### src/include/uct_pkg.sv
// Overview of operation
// Transmit-empty enable gates buffer-empty interrupt request
// Transmit-done enable gates done-flag interrupt request
// Receive-full enable gates buffer-full interrupt request
// Line-quiet enable gates idle-flag interrupt request
// Transmitter runs only while transmit enable set
// Transmit enable claims the serial output pin
// Single-wire direction bit steers the shared pin
// Transmit enable off-then-on queues one idle character
// Pin held until pending data, idle, break finish
// Receiver runs only with receive enable; pin released
// Loopback leaves receive pin general purpose
// Writing standby parks receiver awaiting wakeup
// Wake method: idle line or data msb set
// Wakeup condition clears standby bit in hardware
// Writing break one then zero queues one break
// Break is 10/11 zeros, 13/14 when long
// Breaks keep queuing while break bit stays set
// Control register accessible at any time
// Nine-bit select adds ninth data bit
// Single-wire joins output pin to transmitter and receiver
// Enabled requests combine onto one interrupt line
`default_nettype none
package uct_pkg;
  localparam int unsigned ADDR_W = 2;
  typedef logic [ADDR_W-1:0] uct_addr_t;
  typedef logic [7:0] uct_byte_t;

  localparam uct_addr_t CTRL2_OFS = 2'h0;
  localparam uct_addr_t CONFIG_OFS = 2'h1;
  localparam uct_addr_t STATUS_OFS = 2'h2;
  localparam uct_addr_t DATA_OFS = 2'h3;

  // serial_control_two fields
  localparam int unsigned TXE_IRQ_BIT = 7;
  localparam int unsigned TXD_IRQ_BIT = 6;
  localparam int unsigned RXF_IRQ_BIT = 5;
  localparam int unsigned QUIET_IRQ_BIT = 4;
  localparam int unsigned TX_ON_BIT = 3;
  localparam int unsigned RX_ON_BIT = 2;
  localparam int unsigned STANDBY_BIT = 1;
  localparam int unsigned BRK_BIT = 0;

  // Line configuration fields
  localparam int unsigned LOOP_BIT = 7;
  localparam int unsigned TX_NINTH_BIT = 6;
  localparam int unsigned RX_SRC_BIT = 5;
  localparam int unsigned NINE_BIT = 4;
  localparam int unsigned WAKE_BIT = 3;
  localparam int unsigned LONG_BRK_BIT = 2;
  localparam int unsigned SW_DIR_BIT = 1;

  localparam uct_byte_t CTRL2_RST = 8'h00;
  localparam uct_byte_t CONFIG_RST = 8'h00;

  // Bit period stands in for the baud generator, which is not in this block
  localparam int unsigned BIT_CYCLES = 16;
  localparam logic [11:0] BIT_LAST = 12'(BIT_CYCLES - 1);
  localparam logic [11:0] HALF_LAST = 12'(BIT_CYCLES / 2 - 1);
  localparam logic [3:0] FRAME_BITS8 = 4'ha;
  localparam logic [3:0] FRAME_BITS9 = 4'hb;
  localparam logic [3:0] BRK_EXTRA = 4'h3;
  localparam logic [3:0] RX_BITS8 = 4'h9;
  localparam logic [3:0] RX_BITS9 = 4'ha;
  localparam logic [11:0] IDLE8_CYCLES = 12'(10 * BIT_CYCLES);
  localparam logic [11:0] IDLE9_CYCLES = 12'(11 * BIT_CYCLES);

  typedef enum logic [1:0] {TX_IDLE, TX_FRAME, TX_PREAMBLE, TX_BREAK} uct_tx_e;
  typedef enum logic [1:0] {RX_IDLE, RX_START, RX_DATA} uct_rx_e;

  typedef struct packed {
    uct_addr_t addr;
    uct_byte_t wdata;
    logic we;
    logic re;
  } uct_bus_s;

  typedef struct packed {
    uct_byte_t ctrl;
    uct_byte_t cfg;
    uct_byte_t rdata;
    uct_tx_e tx_st;
    logic [11:0] tx_sh;
    logic [3:0] tx_bits;
    logic [11:0] tx_cnt;
    logic [8:0] tx_buf;
    logic tx_empty;
    logic tx_done;
    logic idle_pend;
    logic brk_pend;
    logic tx_own;
    logic txd;
    logic tx_oe;
    uct_rx_e rx_st;
    logic [9:0] rx_sh;
    logic [3:0] rx_bits;
    logic [11:0] rx_cnt;
    logic [8:0] rx_data;
    logic rx_full;
    logic idle_flag;
    logic idle_armed;
    logic [11:0] idle_cnt;
    logic rx_prev;
    logic rx_own;
    logic irq;
  } uct_state_s;
endpackage : uct_pkg
`default_nettype wire

### src/hw/uct_top.sv
// Local design decisions: the strobed register port and the placing of the registers.
`timescale 1ns/1ps
`default_nettype none
module uct_top (
  input wire logic clk,
  input wire logic rstn,
  input wire uct_pkg::uct_bus_s bus,
  output logic [7:0] rdata,
  input wire logic tx_pin_i,
  output logic tx_pin_o,
  output logic tx_pin_oe,
  input wire logic rx_pin_i,
  output logic tx_pin_owned,
  output logic rx_pin_owned,
  output logic irq
);

  uct_pkg::uct_state_s s;
  uct_pkg::uct_state_s n;

  logic ctrl_wr;
  logic cfg_wr;
  logic data_wr;
  logic data_rd;
  logic single_wire;
  logic loop_int;
  logic rx_in;
  logic nine;
  logic [3:0] frame_bits;
  logic [11:0] idle_target;
  logic idle_hit;

  function automatic logic reg_hit(
    input uct_pkg::uct_bus_s b,
    input uct_pkg::uct_addr_t ofs,
    input logic wr
  );
    reg_hit = (wr ? b.we : b.re) && (b.addr == ofs);
  endfunction : reg_hit

  assign ctrl_wr = reg_hit(bus, uct_pkg::CTRL2_OFS, 1'b1);
  assign cfg_wr = reg_hit(bus, uct_pkg::CONFIG_OFS, 1'b1);
  assign data_wr = reg_hit(bus, uct_pkg::DATA_OFS, 1'b1);
  assign data_rd = reg_hit(bus, uct_pkg::DATA_OFS, 1'b0);

  assign nine = s.cfg[uct_pkg::NINE_BIT];
  assign frame_bits = nine ? uct_pkg::FRAME_BITS9 : uct_pkg::FRAME_BITS8;
  assign idle_target = nine ? uct_pkg::IDLE9_CYCLES : uct_pkg::IDLE8_CYCLES;

  assign single_wire = s.cfg[uct_pkg::LOOP_BIT] & s.cfg[uct_pkg::RX_SRC_BIT];
  assign loop_int = s.cfg[uct_pkg::LOOP_BIT] & ~s.cfg[uct_pkg::RX_SRC_BIT];

  // Receiver source: own output in loopback and in single-wire output direction, shared pin in single-wire input direction
  always_comb begin
    if (loop_int) begin
      rx_in = s.txd;
    end else if (single_wire) begin
      rx_in = s.cfg[uct_pkg::SW_DIR_BIT] ? s.txd : tx_pin_i;
    end else begin
      rx_in = rx_pin_i;
    end
  end

  assign idle_hit = s.ctrl[uct_pkg::RX_ON_BIT] &&
                    (s.rx_st == uct_pkg::RX_IDLE) && rx_in &&
                    (s.idle_cnt == idle_target - 12'h001);

  always_comb begin
    n = s;
    n.rdata = 8'h00;

    // Register reads; data only stands in the cycle after the strobe
    if (bus.re) begin
      unique case (bus.addr)
        uct_pkg::CTRL2_OFS: n.rdata = s.ctrl;
        uct_pkg::CONFIG_OFS: n.rdata = s.cfg;
        uct_pkg::STATUS_OFS: n.rdata = {s.tx_empty, s.tx_done, s.rx_full,
                                        s.idle_flag, s.tx_own, 2'b00,
                                        s.rx_data[8]};
        uct_pkg::DATA_OFS: n.rdata = s.rx_data[7:0];
      endcase
    end
    // Clears come first so that a same-cycle set below wins
    if (data_rd) begin
      n.rx_full = 1'b0;
      n.idle_flag = 1'b0;
    end

    // Transmitter
    unique case (s.tx_st)
      uct_pkg::TX_IDLE: begin
        n.tx_cnt = uct_pkg::BIT_LAST;
        if (s.tx_own) begin
          if (s.brk_pend || (s.ctrl[uct_pkg::BRK_BIT] &&
                             s.ctrl[uct_pkg::TX_ON_BIT])) begin
            n.tx_st = uct_pkg::TX_BREAK;
            n.tx_sh = 12'h000;
            n.tx_bits = frame_bits + (s.cfg[uct_pkg::LONG_BRK_BIT] ?
                        uct_pkg::BRK_EXTRA : 4'h0);
            n.brk_pend = 1'b0;
          end else if (s.idle_pend) begin
            n.tx_st = uct_pkg::TX_PREAMBLE;
            n.tx_sh = 12'hfff;
            n.tx_bits = frame_bits;
            n.idle_pend = 1'b0;
          end else if (!s.tx_empty) begin
            n.tx_st = uct_pkg::TX_FRAME;
            // Stop, optional ninth bit, data lsb first, start
            n.tx_sh = {2'b11, nine ? s.tx_buf[8] : 1'b1,
                       s.tx_buf[7:0], 1'b0};
            n.tx_bits = frame_bits;
            n.tx_empty = 1'b1;
          end
        end
      end
      uct_pkg::TX_FRAME, uct_pkg::TX_PREAMBLE, uct_pkg::TX_BREAK: begin
        if (s.tx_cnt == 12'h000) begin
          n.tx_cnt = uct_pkg::BIT_LAST;
          if (s.tx_bits == 4'h1) begin
            n.tx_st = uct_pkg::TX_IDLE;
          end else begin
            n.tx_bits = s.tx_bits - 4'h1;
            n.tx_sh = {s.tx_st != uct_pkg::TX_BREAK, s.tx_sh[11:1]};
          end
        end else begin
          n.tx_cnt = s.tx_cnt - 12'h001;
        end
      end
    endcase

    // Receiver
    n.rx_prev = rx_in;
    if (!s.ctrl[uct_pkg::RX_ON_BIT]) begin
      n.rx_st = uct_pkg::RX_IDLE;
      n.idle_cnt = 12'h000;
    end else begin
      unique case (s.rx_st)
        uct_pkg::RX_IDLE: begin
          if (s.rx_prev && !rx_in) begin
            n.rx_st = uct_pkg::RX_START;
            n.rx_cnt = uct_pkg::HALF_LAST;
          end
        end
        uct_pkg::RX_START: begin
          // Mid-bit recheck rejects glitches shorter than half a bit
          if (s.rx_cnt == 12'h000) begin
            if (!rx_in) begin
              n.rx_st = uct_pkg::RX_DATA;
              n.rx_cnt = uct_pkg::BIT_LAST;
              n.rx_bits = nine ? uct_pkg::RX_BITS9 : uct_pkg::RX_BITS8;
              n.rx_sh = 10'h000;
            end else begin
              n.rx_st = uct_pkg::RX_IDLE;
            end
          end else begin
            n.rx_cnt = s.rx_cnt - 12'h001;
          end
        end
        uct_pkg::RX_DATA: begin
          if (s.rx_cnt == 12'h000) begin
            n.rx_cnt = uct_pkg::BIT_LAST;
            n.rx_sh = {rx_in, s.rx_sh[9:1]};
            if (s.rx_bits == 4'h1) begin
              n.rx_st = uct_pkg::RX_IDLE;
              // Address mark sits in sh[8] for both character lengths
              if (!s.ctrl[uct_pkg::STANDBY_BIT] ||
                  (s.cfg[uct_pkg::WAKE_BIT] && n.rx_sh[8])) begin
                n.ctrl[uct_pkg::STANDBY_BIT] = 1'b0;
                n.rx_data = nine ? n.rx_sh[8:0] : {1'b0, n.rx_sh[8:1]};
                n.rx_full = 1'b1;
                n.idle_armed = 1'b1;
              end
            end else begin
              n.rx_bits = s.rx_bits - 4'h1;
            end
          end else begin
            n.rx_cnt = s.rx_cnt - 12'h001;
          end
        end
        default: n.rx_st = uct_pkg::RX_IDLE;
      endcase
      // Quiet time counts from the stop bit onward
      if ((s.rx_st == uct_pkg::RX_IDLE) && rx_in) begin
        if (s.idle_cnt != idle_target) begin
          n.idle_cnt = s.idle_cnt + 12'h001;
        end
      end else begin
        n.idle_cnt = 12'h000;
      end
      if (idle_hit) begin
        if (s.ctrl[uct_pkg::STANDBY_BIT] && !s.cfg[uct_pkg::WAKE_BIT]) begin
          n.ctrl[uct_pkg::STANDBY_BIT] = 1'b0;
        end else if (s.idle_armed && !s.ctrl[uct_pkg::STANDBY_BIT]) begin
          // One flag per quiet period; re-armed only by a new character
          n.idle_flag = 1'b1;
          n.idle_armed = 1'b0;
        end
      end
    end

    // Pin ownership lingers until queued work is drained
    n.tx_own = s.ctrl[uct_pkg::TX_ON_BIT] |
               (s.tx_st != uct_pkg::TX_IDLE) |
               (s.tx_own & (s.brk_pend | s.idle_pend | ~s.tx_empty));

    // Register writes last; they may happen in any transfer state
    if (ctrl_wr) begin
      n.ctrl = bus.wdata;
      if (bus.wdata[uct_pkg::TX_ON_BIT] && !s.ctrl[uct_pkg::TX_ON_BIT]) begin
        n.idle_pend = 1'b1;
      end
      if (bus.wdata[uct_pkg::BRK_BIT]) begin
        n.brk_pend = 1'b1;
      end
    end
    if (cfg_wr) begin
      n.cfg = bus.wdata;
    end
    if (data_wr) begin
      // Ninth bit is taken from config at the moment data is written
      n.tx_buf = {s.cfg[uct_pkg::TX_NINTH_BIT], bus.wdata};
      n.tx_empty = 1'b0;
    end

    n.tx_done = n.tx_empty && (n.tx_st == uct_pkg::TX_IDLE) &&
                !n.brk_pend && !n.idle_pend;
    n.txd = (n.tx_st == uct_pkg::TX_IDLE) ? 1'b1 : n.tx_sh[0];
    n.tx_oe = n.tx_own && !(n.cfg[uct_pkg::LOOP_BIT] &&
              n.cfg[uct_pkg::RX_SRC_BIT] &&
              !n.cfg[uct_pkg::SW_DIR_BIT]);
    n.rx_own = n.ctrl[uct_pkg::RX_ON_BIT] && !n.cfg[uct_pkg::LOOP_BIT];
    n.irq = (n.ctrl[uct_pkg::TXE_IRQ_BIT] & n.tx_empty) |
            (n.ctrl[uct_pkg::TXD_IRQ_BIT] & n.tx_done) |
            (n.ctrl[uct_pkg::RXF_IRQ_BIT] & n.rx_full) |
            (n.ctrl[uct_pkg::QUIET_IRQ_BIT] & n.idle_flag);
  end

  always_ff @(posedge clk) begin
    if (!rstn) begin
      s <= '0;
      s.ctrl <= uct_pkg::CTRL2_RST;
      s.cfg <= uct_pkg::CONFIG_RST;
      s.tx_empty <= 1'b1;
      s.tx_done <= 1'b1;
      s.txd <= 1'b1;
      s.rx_prev <= 1'b1;
    end else begin
      s <= n;
    end
  end

  assign rdata = s.rdata;
  assign tx_pin_o = s.txd;
  assign tx_pin_oe = s.tx_oe;
  assign tx_pin_owned = s.tx_own;
  assign rx_pin_owned = s.rx_own;
  assign irq = s.irq;
endmodule : uct_top
`default_nettype wire

### config.mk
export PLATFORM = sky130hd
export DESIGN_NAME = uct_top
export DESIGN_NICKNAME = d
export VERILOG_FILES = /design/src/include/uct_pkg.sv /design/src/hw/uct_top.sv
export SDC_FILE = /design/constraint.sdc
export NUM_CORES = 1
export LEC_CHECK = 0
export ABC_CLOCK_PERIOD_IN_PS = 2200
export BUFFER_PORTS_ARGS = -buffer_cell sky130_fd_sc_hd__buf_2
export CAP_MARGIN = 20
export CORE_ASPECT_RATIO = 0.9
export CORE_MARGIN = 5
export CORE_UTILIZATION = 64
export CTS_BUF_LIST = sky130_fd_sc_hd__clkbuf_2
export DETAILED_ROUTE_END_ITERATION = 6
export HOLD_SLACK_MARGIN = 0.15
export PLACE_DENSITY = 0.83
export SETUP_SLACK_MARGIN = 0.3
export SLEW_MARGIN = 30
export SYNTH_ARGS = -nofsm -noshare
export SYNTH_HDL_FRONTEND = slang
export SYNTH_SLANG_ARGS = --single-unit
### constraint.sdc
create_clock -name clk -period 2.2 [get_ports clk]
set_input_delay 0.44 -clock clk [delete_from_list [all_inputs] [get_ports clk]]
set_output_delay 0.44 -clock clk [all_outputs]
set_load 0.05 [all_outputs]
Word level (Yosys, flattened, before mapping)
Cells that the tools add are included.
- logic and storage cells: 198
- input port bits: 16
- output and inout port bits: 13
- ROM bits: 0
- bits in registers: 125
- memories kept: 0
- bits in writable memories: 0
- bits in latches: 0
- equal/unequal tests: 24
- mux-type cells: 66
- divide/modulo/power cells: 0
- shift operators: 0
- reductions and logical operators: 53
- multiply operators: 0
- add/sub/neg operators: 7
- bitwise logic cells: 17
- magnitude comparators: 0
- operators by type and width (kind ; number):
    $mux W18 ; 5
    $pmux W30 S2 ; 1
    $mux W12 ; 4
    $mux W16 ; 3
    $pmux W12 S3 ; 1
    $pmux W8 S4 ; 1
    $mux W1 ; 29
    $pmux W14 S2 ; 1
    $mux W2 ; 13
    $mux W26 ; 1
    $logic_not A12 Y1 ; 2
    $sub A12 B1 Y12 const B ; 2
    $logic_and A1 B1 Y1 ; 21
    $ne A2 B2 Y1 const B ; 9
    $mux W8 ; 2
    $add A12 B1 Y12 const B ; 1
    $eq A12 B12 Y1 ; 1
    $ne A12 B8 Y1 ; 1
    $reduce_and A4 Y1 ; 3
    $eq A2 B2 Y1 const B ; 5
    $reduce_and A5 Y1 ; 2
    $logic_not A1 Y1 ; 9
    $mux W9 ; 1
    $sub A8 B1 Y9 const B ; 1
    other kinds (23) ; 48

Depth between registers and ports, before layout
- word-level depth: 14
- mapped depth: 9
- mapped depth without buffers: 7

Least setup slack after synthesis
OpenSTA, ideal clock, no wires.
- path type: register -> register
- start point: register s (netlist bit tx_pin_owned)
- end point: register s (netlist bit tx_pin_o)
- stages on the path, launching flop included: 5
- data required time: 2.080 ns
- data arrival time: 1.938 ns
- setup slack: 0.142 ns
- buffers on the path: 0
- library setup time: 0.120 ns
- cells stage by stage: dfxtp_1 > nor3b_1 > o21ai_1 > a21o_1 > a211o_1
- cells in the longest elaborated chain, start to end: 4
- ends and longest elaborated chain (item ; line ; source):
    start: declaration ; uct_top.sv:18 ; uct_pkg::uct_state_s s;
    start signal: assignment ; uct_top.sv:248 ; s <= n;
    $mux W18 (*) ; uct_top.sv:93 ; if (s.tx_own) begin
    $pmux W30 S2 (*) ; uct_top.sv:90 ; unique case (s.tx_st)
    $logic_not A2 Y1 ; uct_top.sv:227 ; n.txd = (n.tx_st == uct_pkg::TX_IDLE) ? 1'b1 : n.tx_sh[0];
    $reduce_or A2 Y1 (no source line) ; -- ;
Every way passes the cells marked *; elsewhere a longest branch is shown, timed or not. The select of a mux whose other input is x is not followed.
A chain may end at the register's enable or synchronous reset.

Worst setup path after layout
- start point: register s[81] (netlist bit)
- end point: register s[94] (netlist bit)
- cells in the longest elaborated chain, start to end: 3
- ends and longest elaborated chain (item ; line ; source):
    $logic_not A12 Y1 ; uct_top.sv:117 ; if (s.tx_cnt == 12'h000) begin
    $ne A2 B2 Y1 (no source line) ; -- ;
    $reduce_and A4 Y1 (no source line) ; -- ;
No other way between the ends.

==> impl_metrics.env <==
export IMPL_final_nets=802
export IMPL_ir_worst_vdd_v=0.000713
export IMPL_min_period_over_period_pct=99.2
export IMPL_violations="design-rule violations"
export IMPL_drive_gt1_share_pct=27.0
export IMPL_ios=29
export IMPL_grt_overflow=0
export IMPL_ys_ff_latch=124
export IMPL_postLayoutCellArea_um2=7300
export IMPL_num_rows=33
export IMPL_grt_pass1_wl_um=25300
export IMPL_drtIter0Drc=629
export IMPL_p_per_area_nw_per_um2=590
export IMPL_cts_reportedPaths_clkPinSlew_ps=190
export IMPL_fin_crit_ps=2180
export IMPL_synth_edf_count=0
export IMPL_area_growth_syn_to_layout_pct=22.0
export IMPL_clock_sinks=124
export IMPL_synth_area_um2=5980
export IMPL_dpl_hpwl_um=10100
export IMPL_cts_tree="built"
export IMPL_rsz0062_at_grt="yes"
export IMPL_slew_violations=0
export IMPL_synth_top_flop_cell="dfxtp_1"
export IMPL_vias_per_cell=6.44
export IMPL_finalHoldViolations=0
export IMPL_ys_types=71
export IMPL_r2r_cells=6
export IMPL_crit_fanout=11
export IMPL_fin_skew_ps=28.3
export IMPL_cp_startpoint="s[81]"
export IMPL_fmax_mhz=458
export IMPL_grt_pass1_vias=5209
export IMPL_synth_area_leader_cell="dfxtp_1"
export IMPL_route_detailed_drc=1
export IMPL_min_from="bus[11]"
export IMPL_grt_max_degree=22
export IMPL_maxCapViolations=0
export IMPL_root_buffer="clkbuf_2"
export IMPL_dp_cells=841
export IMPL_synth_cells=706
export IMPL_initial_core_util_pct=65.6
export IMPL_min_path_type="in2reg"
export IMPL_rr_startpoint="s[81]"
export IMPL_ant_nets=0
export IMPL_die_width_um=112
export IMPL_cts_buffers=17
export IMPL_synthTopCellsByArea="dfxtp_1 41%, nand2_1 5.3%, a21oi_1 4.0%"
export IMPL_setup_viol=0
export IMPL_status="finished, violations left"
export IMPL_cts_max_path_buffers=2
export IMPL_drt_first_pass_iters=7
export IMPL_final_cell_count_no_fill=906
export IMPL_die_h_um=102
export IMPL_globalRouteTotalUtil_pct=27.3
export IMPL_min_path_cells=3
export IMPL_cp_end_kind="flip-flop"
export IMPL_final_common_cell="dfxtp_1"
export IMPL_critPathLaunchType="flip-flop"
export IMPL_insertedDiodeCount=0
export IMPL_critPathRequiredTime_ps=2830
export IMPL_final_cell_mix="111 x dfxtp_1, 74 x nand2_1, 59 x nor2_1"
export IMPL_yosysTopAreaCellShare_pct=41.5
export IMPL_path_class="reg2reg"
export IMPL_yosys_warnings=0
export IMPL_arrival_ps=2810
export IMPL_dieArea_um2=11400
export IMPL_clkLatencyLatePin_ps=700
export IMPL_wl_per_cell_um=18.6
export IMPL_async_reset_ff_share_pct=0
export IMPL_avgSynthCellArea_um2=8.48
export IMPL_p_leak_nw=2.80
export IMPL_wl_um=16900
export IMPL_ys_seq_area_share_pct=41.5
export IMPL_fin_util_pct=80.0
export IMPL_syn_num_nets=737
export IMPL_port_buffers=28
export IMPL_vias=5832
export IMPL_gp_congestion=0.924
export IMPL_maxSlewHeadroom_pct=43.4
export IMPL_placed_area_um2=6340
export IMPL_core_area_um2=9130
export IMPL_antenna_found_initial=1
export IMPL_htree_levels=4
export IMPL_worstMarginPinSlew_ps=842
==> worst max-delay path, stage by stage, from the launching register on <==
cell and delay (ps):
dfxtp_2 380, or4_4 550, or4_4 570, nor3_4 200
buf_12 180, nand2_2 60, a31oi_2 170
==> logic make-up after synthesis <==
kind of cell / share of synthesized area, %
xor+xnor: 3.07
mux: 6.59
fa+ha+maj: 3.30
simple gates: 24.4
compound gates: 15.9
buf+inv: 5.25
flops: 41.5
==> cells in the mapped netlist (5+ instances only) <==
cell type,n
nor3b_1,7
and3_1,8
xnor2_1,9
o21ai_0,38
inv_1,26
nand2_1,84
mux2i_1,18
a31oi_1,17
nor3_1,10
nor4_1,6
nand2b_1,13
o22ai_1,5
nand3_1,46
nor2b_1,11
mux2_2,7
mux4_2,6
ha_1,15
xor2_1,12
nor2_1,61
dfxtp_1,124
buf_4,9
clkbuf_1,31
nand4_1,9
a21oi_1,48
==> flip-flops by register name, summed over array words and instances, names as in the netlist <==
| name | cells |
|---|---|
| s | 110 |
| rdata | 8 |
| irq | 1 |
| nine | 1 |
| rx_pin_owned | 1 |
| tx_pin_o | 1 |
| tx_pin_oe | 1 |
| tx_pin_owned | 1 |
==> final timing paths <==
path                            endpoint  slack [ps]
worst max register to register     s[94]          20
worst min-delay path            rdata[1]         210
worst max-delay path               s[94]          20
worst min register to register     s[18]         470
==> repair_timing <==
action                     4_1_cts  5_1_grt
setup buffers                    9       11
hold endpoints to repair        37        0
pin swaps                       14       19
setup endpoints to repair       62       64
hold buffers                    10        0
gates resized for setup         32       69
cloned                           0        3
==> report_power, final <==
group / total, mW / switching [mW] / internal, mW
clock network: 1.60 / 0.864 / 0.741
registers: 2.33 / 0.0430 / 2.28
logic: 0.375 / 0.221 / 0.154
==> stage by stage <==
| step | TNS [ps] | hold slack [ps] | power [mW] | setup WS (ps) |
|---|---|---|---|---|
| CTS | 0 | 189 | 4.26 | 78.0 |
| floorplan | 0 | 429 | 2.57 | 235 |
| global placement | 0 | 437 | 2.66 | 179 |
| global route | -23.3 | 220 | 4.45 | -11.2 |
| detailed placement | 0 | 445 | 2.67 | 90.7 |
| finish | 0 | 211 | 4.31 | 18.3 |
==> layout make-up <==
| cell class | instances | area, µm² |
|---|---|---|
| tap | 122 | 153 |
| multi-input combinational | 511 | 3580 |
| clock buffer | 19 | 95.1 |
| inverter | 26 | 103 |
| clock inverter | 13 | 174 |
| sequential | 124 | 2500 |
| timing repair buffer | 91 | 689 |
| fill | 555 | 1830 |
==> routing by layer <==
layer,wire length (µm),vias up,global-route usage (%)
li1,-,2643,-
met1,6570,2746,35.3
met2,8170,340,44.6
met3,1430,101,5.32
met4,682,2,12.8
met5,13,-,0
Note: power is estimated with default switching activity, not from simulation.
